### src/ipsm_pkg.sv
// shared constants, field positions and the raw-condition carrier for the irq2 block
`default_nettype none
package ipsm_pkg;

  // register indices; byte address on the bus is four times the index
  localparam logic [13:0] IDX_MEMIF_FLAGS = 14'h191f;
  localparam logic [13:0] IDX_BUSERR_FLAGS = 14'h1920;
  localparam logic [13:0] IDX_MEMIF_MASK = 14'h195f;
  localparam logic [13:0] IDX_BUSERR_MASK = 14'h1960;
  localparam logic [13:0] IDX_RAW_BOOT = 14'h1980;
  localparam logic [13:0] IDX_RAW_CLOCK = 14'h1981;
  localparam logic [13:0] IDX_RAW_ACC = 14'h1986;
  localparam logic [13:0] IDX_RAW_LOCK = 14'h1988;
  localparam logic [13:0] IDX_RAW_SHORT = 14'h198b;
  localparam logic [13:0] IDX_RAW_UP = 14'h198c;
  localparam logic [13:0] IDX_RAW_DOWN = 14'h198d;
  localparam logic [13:0] IDX_RAW_PIN_LO = 14'h1990;
  localparam logic [13:0] IDX_RAW_PIN_MID = 14'h1991;
  localparam logic [13:0] IDX_RAW_PIN_HI = 14'h1992;
  localparam logic [13:0] IDX_RAW_LOG_NE = 14'h1995;
  localparam logic [13:0] IDX_RAW_LOG_FULL = 14'h1996;
  localparam logic [13:0] IDX_RAW_LOG_WM = 14'h1997;
  localparam logic [13:0] IDX_RAW_DMA = 14'h1998;
  localparam logic [13:0] IDX_RAW_BUSY = 14'h199d;
  localparam logic [13:0] IDX_CTRL_FIRST = 14'h1a80;
  localparam logic [13:0] IDX_CTRL_SECOND = 14'h1a82;
  localparam logic [13:0] IDX_OUT_STATE = 14'h1aa0;

  // field positions
  localparam int BIT_HOST_ERR = 12;
  localparam int BIT_STARTUP = 7;
  localparam int BIT_REF_LOST = 15;
  localparam int BIT_CORE_CLK = 14;
  localparam int BIT_SEC_CLK = 13;
  localparam int BIT_MAIN_CLK = 12;
  localparam int BIT_LOOP_AO = 11;
  localparam int BIT_LOOP_TWO = 9;
  localparam int BIT_LOOP_ONE = 8;
  localparam int BIT_MIC_CLAMP = 4;
  localparam int BIT_JACK_TWO = 2;
  localparam int BIT_JACK_ONE = 0;
  localparam int BIT_RC_LOCK = 8;
  localparam int BIT_INPUT_SIG = 2;
  localparam int BIT_DYN_SIG = 0;
  localparam int BIT_OUT_MASK = 11;
  localparam int BIT_POL = 10;
  localparam int BIT_SECOND_STATE = 1;
  localparam int BIT_FIRST_STATE = 0;
  localparam int PIN_HI_SHIFT = 10;

  // counts and reset values
  localparam int NUM_CORES = 7;
  localparam int NUM_FLAGS = NUM_CORES + 1;
  localparam logic RST_FLAG_MASK = 1'b1;
  localparam logic RST_OUT_MASK = 1'b0;
  localparam logic RST_POL = 1'b1;

  typedef enum logic {BUS_IDLE, BUS_ANSWER} ipsm_bus_e;

  // live conditions fed in from the rest of the chip
  typedef struct packed {
    logic host_port_error_raw;
    logic startup_complete_raw;
    logic always_on_loop_ref_lost_raw;
    logic core_clock_shortfall_raw;
    logic second_domain_clock_shortfall_raw;
    logic main_clock_shortfall_raw;
    logic [2:0] loop_lock_raw;
    logic [3:0] rate_converter_lock_raw;
    logic mic_detect_clamp_raw;
    logic jack_one_pin;
    logic jack_two_pin;
    logic input_path_signal_raw;
    logic [1:0] dynamics_signal_raw;
    logic [5:0] phones_short_raw;
    logic [5:0] phones_power_up_done_raw;
    logic [5:0] phones_power_down_done_raw;
    logic [37:0] pin_level_raw;
    logic [7:0] log_fifo_nonempty_raw;
    logic [7:0] log_fifo_full_raw;
    logic [7:0] log_fifo_threshold_raw;
    logic [6:0] core_transfer_done_raw;
    logic [6:0] core_active_raw;
  } ipsm_raw_s;

endpackage : ipsm_pkg
`default_nettype wire

### src/ipsm_flag_bank.sv
// bank of rising-edge latched flags with write-one clear
`default_nettype none
module ipsm_flag_bank #(
  parameter int W = 8
) (
  input wire logic core_clk,
  input wire logic rstn,
  input wire logic [W-1:0] src,
  input wire logic [W-1:0] clr,
  output logic [W-1:0] flags
);

  logic [W-1:0] prev_r;
  logic [W-1:0] prev_nxt;
  logic [W-1:0] flags_r;
  logic [W-1:0] flags_nxt;

  // set term is or-ed in last so an edge in a clear cycle survives
  always_comb begin
    prev_nxt = src;
    flags_nxt = (flags_r & ~clr) | (src & ~prev_r);
  end

  // prev resets high: a source already high at release is not an edge
  always_ff @(posedge core_clk or negedge rstn) begin
    if (!rstn) begin
      prev_r <= '1;
      flags_r <= '0;
    end else begin
      prev_r <= prev_nxt;
      flags_r <= flags_nxt;
    end
  end

  assign flags = flags_r;

endmodule : ipsm_flag_bank
`default_nettype wire

### src/ipsm_irq2_ctrl.sv
// second interrupt group: latched flags, masks, raw status and request outputs
//
// Behaviour
// - each of seven cores latches a bus-error flag, bits 6..0, on rising edge
// - a latched flag clears only when one is written to it; zero keeps it
// - memory-interface block event latches bit 0 on rising edge, resets to zero
// - boot register bit 12 shows the live host-port error condition
// - boot register bit 7 reads zero during boot, one once finished
// - clock register bit 15 shows always-on loop reference lost
// - clock register bit 14 shows core clock shortfall
// - clock register bits 13 and 12 show second-domain and main clock shortfall
// - lock register bits 11..8 show four rate-converter input locks
// - accessory register bit 4 shows microphone-detect clamp active
// - accessory bits 2 and 0 read one when jack pin is driven low
// - lock register bits 2,1,0 show input path and dynamics signal detect
// - short register bits 5..0 show short on each headphone channel
// - separate power-up and power-down done bits for six headphone channels
// - levels of 38 general pins spread over three raw registers
// - eight log fifos report non-empty, full and watermark in three registers
// - per core transfer-done bit reads one when all buffers are serviced
// - first control bit 11, reset zero, masks the first request output
// - first control bit 10, reset one, selects output polarity, one is active low
// - second request state is the or of unmasked latched flags
// - second control bit 11, reset zero, masks the second request output
`default_nettype none
module ipsm_irq2_ctrl (
  input wire logic core_clk,
  input wire logic rstn,
  input wire logic [15:0] avs_address,
  input wire logic avs_read,
  input wire logic avs_write,
  input wire logic [31:0] avs_writedata,
  input wire logic [3:0] avs_byteenable,
  output logic [31:0] avs_readdata,
  output logic avs_waitrequest,
  input wire ipsm_pkg::ipsm_raw_s raw_in,
  input wire logic [6:0] core_bus_error_src,
  input wire logic memif_block_src,
  input wire logic first_group_pending,
  output logic irq1_out,
  output logic irq2_out
);

  ////////////////////////////////////////////////////////////////////////////
  // helpers

  // low half-word of the write data gated by its byte lanes
  function automatic logic [15:0] lane_bits(input logic [31:0] wd, input logic [3:0] be);
    lane_bits = wd[15:0] & {{8{be[1]}}, {8{be[0]}}};
  endfunction : lane_bits

  // merge a write into an existing half-word
  function automatic logic [15:0] lane_merge(input logic [15:0] old, input logic [31:0] wd,
                                             input logic [3:0] be);
    logic [15:0] keep;
    keep = {{8{be[1]}}, {8{be[0]}}};
    lane_merge = (old & ~keep) | (wd[15:0] & keep);
  endfunction : lane_merge

  ////////////////////////////////////////////////////////////////////////////
  // declarations

  localparam int NF = ipsm_pkg::NUM_FLAGS;
  localparam int NC = ipsm_pkg::NUM_CORES;

  logic [13:0] idx;
  ipsm_pkg::ipsm_bus_e bus_r;
  ipsm_pkg::ipsm_bus_e bus_nxt;
  logic wait_r;
  logic wait_nxt;
  logic [31:0] rdata_r;
  logic [31:0] rdata_nxt;
  logic write_take;
  logic read_start;
  logic [15:0] rd_word;
  logic [15:0] wr_bits;

  logic [NF-1:0] flag_src;
  logic [NF-1:0] flag_clr;
  logic [NF-1:0] flags;
  logic [NF-1:0] mask_r;
  logic [NF-1:0] mask_nxt;
  logic mask1_r;
  logic mask1_nxt;
  logic pol_r;
  logic pol_nxt;
  logic mask2_r;
  logic mask2_nxt;

  logic pend2;
  logic state2_r;
  logic state2_nxt;
  logic state1_r;
  logic state1_nxt;
  logic irq1_r;
  logic irq1_nxt;
  logic irq2_r;
  logic irq2_nxt;

  ////////////////////////////////////////////////////////////////////////////
  // bus slave

  // low two address bits are ignored; every register is one aligned word
  assign idx = avs_address[15:2];
  assign read_start = (bus_r == ipsm_pkg::BUS_IDLE) && avs_read;
  // a write lands only at the edge where waitrequest is seen low
  assign write_take = (bus_r == ipsm_pkg::BUS_ANSWER) && avs_write;
  assign wr_bits = lane_bits(avs_writedata, avs_byteenable);

  // fixed one-cycle wait, then one answer cycle, then idle again
  always_comb begin
    bus_nxt = bus_r;
    case (bus_r)
      ipsm_pkg::BUS_IDLE: begin
        if (avs_read || avs_write) begin
          bus_nxt = ipsm_pkg::BUS_ANSWER;
        end
      end
      ipsm_pkg::BUS_ANSWER: begin
        bus_nxt = ipsm_pkg::BUS_IDLE;
      end
      default: begin
        bus_nxt = ipsm_pkg::BUS_IDLE;
      end
    endcase
    wait_nxt = (bus_nxt != ipsm_pkg::BUS_ANSWER);
    rdata_nxt = rdata_r;
    if (read_start) begin
      rdata_nxt = {16'h0000, rd_word};
    end
  end

  always_ff @(posedge core_clk or negedge rstn) begin
    if (!rstn) begin
      bus_r <= ipsm_pkg::BUS_IDLE;
      wait_r <= 1'b1;
      rdata_r <= 32'h0000_0000;
    end else begin
      bus_r <= bus_nxt;
      wait_r <= wait_nxt;
      rdata_r <= rdata_nxt;
    end
  end

  assign avs_waitrequest = wait_r;
  assign avs_readdata = rdata_r;

  ////////////////////////////////////////////////////////////////////////////
  // read decode; raw words are live and side-effect free

  always_comb begin
    rd_word = 16'h0000; // unmapped and reserved bits read zero
    case (idx)
      ipsm_pkg::IDX_MEMIF_FLAGS: rd_word[0] = flags[0];
      ipsm_pkg::IDX_BUSERR_FLAGS: rd_word[NC-1:0] = flags[NF-1:1];
      ipsm_pkg::IDX_MEMIF_MASK: rd_word[0] = mask_r[0];
      ipsm_pkg::IDX_BUSERR_MASK: rd_word[NC-1:0] = mask_r[NF-1:1];
      ipsm_pkg::IDX_RAW_BOOT: begin
        rd_word[ipsm_pkg::BIT_HOST_ERR] = raw_in.host_port_error_raw;
        rd_word[ipsm_pkg::BIT_STARTUP] = raw_in.startup_complete_raw;
      end
      ipsm_pkg::IDX_RAW_CLOCK: begin
        rd_word[ipsm_pkg::BIT_REF_LOST] = raw_in.always_on_loop_ref_lost_raw;
        rd_word[ipsm_pkg::BIT_CORE_CLK] = raw_in.core_clock_shortfall_raw;
        rd_word[ipsm_pkg::BIT_SEC_CLK] = raw_in.second_domain_clock_shortfall_raw;
        rd_word[ipsm_pkg::BIT_MAIN_CLK] = raw_in.main_clock_shortfall_raw;
        rd_word[ipsm_pkg::BIT_LOOP_AO] = raw_in.loop_lock_raw[2];
        rd_word[ipsm_pkg::BIT_LOOP_TWO] = raw_in.loop_lock_raw[1];
        rd_word[ipsm_pkg::BIT_LOOP_ONE] = raw_in.loop_lock_raw[0];
      end
      ipsm_pkg::IDX_RAW_ACC: begin
        rd_word[ipsm_pkg::BIT_MIC_CLAMP] = raw_in.mic_detect_clamp_raw;
        // pin pulled low on insertion, so present is the inverted level
        rd_word[ipsm_pkg::BIT_JACK_TWO] = !raw_in.jack_two_pin;
        rd_word[ipsm_pkg::BIT_JACK_ONE] = !raw_in.jack_one_pin;
      end
      ipsm_pkg::IDX_RAW_LOCK: begin
        rd_word[ipsm_pkg::BIT_RC_LOCK+:4] = raw_in.rate_converter_lock_raw;
        rd_word[ipsm_pkg::BIT_INPUT_SIG] = raw_in.input_path_signal_raw;
        rd_word[ipsm_pkg::BIT_DYN_SIG+:2] = raw_in.dynamics_signal_raw;
      end
      ipsm_pkg::IDX_RAW_SHORT: rd_word[5:0] = raw_in.phones_short_raw;
      ipsm_pkg::IDX_RAW_UP: rd_word[5:0] = raw_in.phones_power_up_done_raw;
      ipsm_pkg::IDX_RAW_DOWN: rd_word[5:0] = raw_in.phones_power_down_done_raw;
      // pin level only meaningful for pins set up as general inputs
      ipsm_pkg::IDX_RAW_PIN_LO: rd_word = raw_in.pin_level_raw[15:0];
      ipsm_pkg::IDX_RAW_PIN_MID: rd_word = raw_in.pin_level_raw[31:16];
      ipsm_pkg::IDX_RAW_PIN_HI: begin
        rd_word[ipsm_pkg::PIN_HI_SHIFT+:6] = raw_in.pin_level_raw[37:32];
      end
      ipsm_pkg::IDX_RAW_LOG_NE: rd_word[7:0] = raw_in.log_fifo_nonempty_raw;
      ipsm_pkg::IDX_RAW_LOG_FULL: rd_word[7:0] = raw_in.log_fifo_full_raw;
      ipsm_pkg::IDX_RAW_LOG_WM: rd_word[7:0] = raw_in.log_fifo_threshold_raw;
      ipsm_pkg::IDX_RAW_DMA: rd_word[NC-1:0] = raw_in.core_transfer_done_raw;
      ipsm_pkg::IDX_RAW_BUSY: rd_word[NC-1:0] = raw_in.core_active_raw;
      ipsm_pkg::IDX_CTRL_FIRST: begin
        rd_word[ipsm_pkg::BIT_OUT_MASK] = mask1_r;
        rd_word[ipsm_pkg::BIT_POL] = pol_r;
      end
      ipsm_pkg::IDX_CTRL_SECOND: rd_word[ipsm_pkg::BIT_OUT_MASK] = mask2_r;
      ipsm_pkg::IDX_OUT_STATE: begin
        rd_word[ipsm_pkg::BIT_SECOND_STATE] = state2_r;
        rd_word[ipsm_pkg::BIT_FIRST_STATE] = state1_r;
      end
      default: rd_word = 16'h0000;
    endcase
  end

  ////////////////////////////////////////////////////////////////////////////
  // latched flags; bit 0 memory block, bits 7..1 core bus errors

  assign flag_src = {core_bus_error_src, memif_block_src};

  // write-one clear; raw registers have no write path at all
  always_comb begin
    flag_clr = '0;
    if (write_take && idx == ipsm_pkg::IDX_MEMIF_FLAGS) begin
      flag_clr[0] = wr_bits[0];
    end
    if (write_take && idx == ipsm_pkg::IDX_BUSERR_FLAGS) begin
      flag_clr[NF-1:1] = wr_bits[NC-1:0];
    end
  end

  ipsm_flag_bank #(
    .W(NF)
  ) u_flags (
    .core_clk(core_clk),
    .rstn(rstn),
    .src(flag_src),
    .clr(flag_clr),
    .flags(flags)
  );

  ////////////////////////////////////////////////////////////////////////////
  // mask and output-control registers

  // boot gating of writes is left to software; nothing is refused here
  always_comb begin
    logic [15:0] m;
    logic [15:0] c1;
    logic [15:0] c2;
    m = 16'h0000;
    c1 = 16'h0000;
    c2 = 16'h0000;
    mask_nxt = mask_r;
    mask1_nxt = mask1_r;
    pol_nxt = pol_r;
    mask2_nxt = mask2_r;
    if (write_take && idx == ipsm_pkg::IDX_MEMIF_MASK) begin
      m = lane_merge({15'h0000, mask_r[0]}, avs_writedata, avs_byteenable);
      mask_nxt[0] = m[0];
    end
    if (write_take && idx == ipsm_pkg::IDX_BUSERR_MASK) begin
      m = lane_merge({9'h000, mask_r[NF-1:1]}, avs_writedata, avs_byteenable);
      mask_nxt[NF-1:1] = m[NC-1:0];
    end
    if (write_take && idx == ipsm_pkg::IDX_CTRL_FIRST) begin
      c1 = lane_merge(16'h0000, avs_writedata, avs_byteenable);
      if (avs_byteenable[1]) begin
        mask1_nxt = c1[ipsm_pkg::BIT_OUT_MASK];
        pol_nxt = c1[ipsm_pkg::BIT_POL];
      end
    end
    if (write_take && idx == ipsm_pkg::IDX_CTRL_SECOND) begin
      c2 = lane_merge(16'h0000, avs_writedata, avs_byteenable);
      if (avs_byteenable[1]) begin
        mask2_nxt = c2[ipsm_pkg::BIT_OUT_MASK];
      end
    end
  end

  always_ff @(posedge core_clk or negedge rstn) begin
    if (!rstn) begin
      mask_r <= {NF{ipsm_pkg::RST_FLAG_MASK}};
      mask1_r <= ipsm_pkg::RST_OUT_MASK;
      pol_r <= ipsm_pkg::RST_POL;
      mask2_r <= ipsm_pkg::RST_OUT_MASK;
    end else begin
      mask_r <= mask_nxt;
      mask1_r <= mask1_nxt;
      pol_r <= pol_nxt;
      mask2_r <= mask2_nxt;
    end
  end

  ////////////////////////////////////////////////////////////////////////////
  // request state and pins

  assign pend2 = |(flags & ~mask_r);

  // pins idle at the polarity level: high out of reset, as polarity resets to one
  always_comb begin
    state2_nxt = pend2;
    state1_nxt = first_group_pending;
    irq2_nxt = pol_r ^ (pend2 & !mask2_r);
    irq1_nxt = pol_r ^ (first_group_pending & !mask1_r);
  end

  always_ff @(posedge core_clk or negedge rstn) begin
    if (!rstn) begin
      state2_r <= 1'b0;
      state1_r <= 1'b0;
      irq2_r <= ipsm_pkg::RST_POL;
      irq1_r <= ipsm_pkg::RST_POL;
    end else begin
      state2_r <= state2_nxt;
      state1_r <= state1_nxt;
      irq2_r <= irq2_nxt;
      irq1_r <= irq1_nxt;
    end
  end

  assign irq1_out = irq1_r;
  assign irq2_out = irq2_r;

  logic wr_buserr;
  assign wr_buserr = write_take && idx == ipsm_pkg::IDX_BUSERR_FLAGS && avs_byteenable[0];
endmodule : ipsm_irq2_ctrl
`default_nettype wire

### config.mk
export PLATFORM = sky130hd
export DESIGN_NAME = ipsm_irq2_ctrl
export DESIGN_NICKNAME = d
export VERILOG_FILES = /design/src/ipsm_pkg.sv /design/src/ipsm_flag_bank.sv /design/src/ipsm_irq2_ctrl.sv
export SDC_FILE = /design/constraint.sdc
export NUM_CORES = 1
export LEC_CHECK = 0
export BUFFER_PORTS_ARGS = -buffer_cell sky130_fd_sc_hd__buf_2
export CORE_MARGIN = 2
export CORE_UTILIZATION = 30
export CTS_BUF_LIST = sky130_fd_sc_hd__clkbuf_2 sky130_fd_sc_hd__clkbuf_4 sky130_fd_sc_hd__clkbuf_8
export CTS_CLUSTER_SIZE = 8
export DETAILED_ROUTE_END_ITERATION = 12
export GPL_TIMING_DRIVEN = 0
export PLACE_DENSITY = 0.61
export SYNTH_ARGS = -nofsm -noshare
export SYNTH_HDL_FRONTEND = slang
export SYNTH_SLANG_ARGS = --single-unit
### constraint.sdc
create_clock -name core_clk -period 1.5 [get_ports core_clk]
set_input_delay 0.375 -clock core_clk [delete_from_list [all_inputs] [get_ports core_clk]]
set_output_delay 0.375 -clock core_clk [all_outputs]
set_load 0.01 [all_outputs]
==> metrics.csv <==
metric,value,unit
P&R area growth vs syn,59.4,%
top post-synthesis cells by area,"dfrtp_1, dfstp_2, mux2_2",
unrepaired setup endpoints after global routing,true,
placed inst area,4730,um2
Rel. slew slack,26.3,%
synthesized cell area,3550,um2
Unique masters post-synth,66,
Finish-stage setup viols,33,
vias in the first global route,4118,
CTS tree,built,
flop2flop setup slack,-0.20,ns
min cycle time layout,1.76,ns
RD Place Congestion,0.856,
I/O pin cnt,213,
Initial Utilization,31.0,%
Max Slew Vio Count,0,
WL per Instance,18.7,um
fin area,5660,um2
worst vdd ir,440,uV
DR pass1 iterations,5,
Post-DRT Antenna Nets,0,
Min-Delay Path Class,in -> reg,
max_cap viols,0,
via count,4160,
synth warn,0,
top post-synthesis cells by count,"nand2_1, nor2_1, dfrtp_1",
CTS Root Buffer Type,clkbuf_8,
Mean Syn Cell Area,8.76,um2
crit start category,primary input,
top-count cell post-synth,nand2_1,
WP data arrival,1.98,ns
CTS Hold Buffers Added,0,
later-pin clock latency in the skew report,0.31,ns
fmax,567,MHz
Core Area,11500,um2
fin crit share,118,%
Post-synth EDFFs,0,
row count,39,
Gate Count Post-Synth,405,
total power,3.36,mW
HP Start,core_bus_error_src[5],
Crit. Startpoint,avs_address[6],
largest net degree at the start of global routing,50,
"FF+latch count, synth",49,
Overflow after GRT,0,
Fill cells,1125,
initial antenna violation count,0,
Vias/cell,5.35,
ys flop type,dfrtp_1,
Util after Layout,49.4,%
Synth area leader,dfrtp_1,
first-pass GRT wire length,22100,um
Port Buffers,166,
CTS sink cnt,49,
# DRC,0,
outcome,"finished, violations left",
DIE AREA,12700,um2
TritonCTS Buffers,5,
Die Span Y,113,um
Inserted Diodes,0,
DP Worst Slack,-1.30,ns
final setup margin,-0.264,ns
Clock transition at path regs,0.10,ns
share of cells above drive strength 1,56.2,%
clock buffer depth,2,
Initial DRC Count,279,
Post-DP HPWL,11000,um
"Seq/Total Area, Yosys",35.2,%
drt total wl,14600,um
Worst-Margin Slew,1.11,ns
top cell type's share of synthesized area,20.4,%
R2R Path Start,bus_r,
Critical R2R Capture,avs_readdata[0],
violated checks,setup timing,
Critical Path Fanout Max,6,
Nets,811,
H-tree lvl count,2,
WS Path Type,in -> reg,
Clock Skew,0.00846,ns
Fin. Hold Viols,0,
R2R cell count,6,
Die Wd,113,um
Power Density,593,nW/um2
setup TNS,-4.73,ns
WP data required,1.72,ns
"FFs w/ async S/R, synth",100,%
total global-route track usage,22.0,%
leakage power,2.70,nW
kind of end point of the critical path,register,
crit path to,avs_readdata[0],
cells in the final DEF, fill, tap and decap left out, types with 5 or more instances in the layout:
master / synthesis / routed
a21oi_1: 10 / 6
a22o_1: 16 / 16
a22oi_1: 9 / 9
a31oi_1: 10 / 10
a32o_1: 5 / 5
and3_1: 8 / 5
buf_2: 8 / 164
buf_4: 16 / 48
buf_6: 2 / 17
clkbuf_8: 0 / 7
conb_1: 1 / 16
dfrtp_1: 29 / 29
dfstp_2: 20 / 20
inv_1: 19 / 19
mux2_2: 17 / 9
mux2_4: 0 / 8
mux2i_1: 15 / 14
nand2_1: 37 / 35
nand3_1: 20 / 14
nand4_1: 6 / 6
nor2_1: 33 / 23
nor2_2: 1 / 6
nor2_4: 0 / 5
nor3_1: 13 / 6
nor3_2: 2 / 5
nor3_4: 1 / 5
o21ai_0: 15 / 10
where the power goes:
part / internal (mW) / switching, mW / total (mW)
Sequential: 1.40 / 0.0342 / 1.44
Clock: 0.500 / 0.475 / 0.975
Combinational: 0.452 / 0.494 / 0.946
Total: 2.35 / 1.00 / 3.36
metrics by stage:
step,instances,hold slack (ns)
floorplan,420,0.0794
global placement,729,0.464
detailed placement,729,0.476
CTS,760,0.156
global route,777,0.151
finish,777,0.161
cell type report:
type                            instances  area, um2  area share (%)
Buffer                                 38        337            5.95
Clock buffer                            5       68.8            1.22
Clock inverter                          3       46.3           0.818
Inverter                               19       71.3            1.26
Multi-Input combinational cell        313       2480            43.8
Sequential cell                        49       1250            22.1
Tap cell                              143        179            3.16
Timing Repair Buffer                  207       1230            21.7
critical path, stage by stage:
cell and delay [ns]:
buf_12 0.11, or4b_4 0.58, nor3_4 0.19, buf_6 0.15
and3_4 0.18, a221oi_2 0.04, and3_1 0.17, a311oi_2 0.18
cell families after synthesis:
group	after synthesis	synth area share, %
other	1	0.106
flip-flops	49	35.2
AND/OR/NAND/NOR	164	25.2
buffers and inverters	58	8.57
XOR/XNOR	3	0.740
AO/OA/AOI/OAI	98	20.5
multiplexers	32	9.62
per-layer routing:
metal  wire [um]  part of all wire (%)  vias up  track usage (%)
met5           0                     0        -                0
met4         210                   1.4        0             4.47
met3        1130                   7.8       14             3.80
met2        7160                    49      188             37.7
met1        6050                    42     2020             29.2
li1            -                     -     1938                -
worst min path at each step:
stage                        endpoint  slack [ns]  depth (start not counted)
finish              u_flags.prev_r[6]        0.16                          1
global route        u_flags.prev_r[6]        0.15                          1
CTS                 u_flags.prev_r[6]        0.16                          1
detailed placement   avs_readdata[11]        0.48                          2
global placement      avs_readdata[6]        0.46                          2
floorplan             avs_readdata[0]        0.08                          0
what timing repair did:
action / in CTS / in global routing
gates resized for setup: 78 / 41
cloned: 1 / 0
hold endpoints to repair: 0 / 0
buffers inserted: 23 / 17
pin swaps: 38 / 19
setup endpoints to repair: 34 / 35
Power figures use the tool's default switching activity.
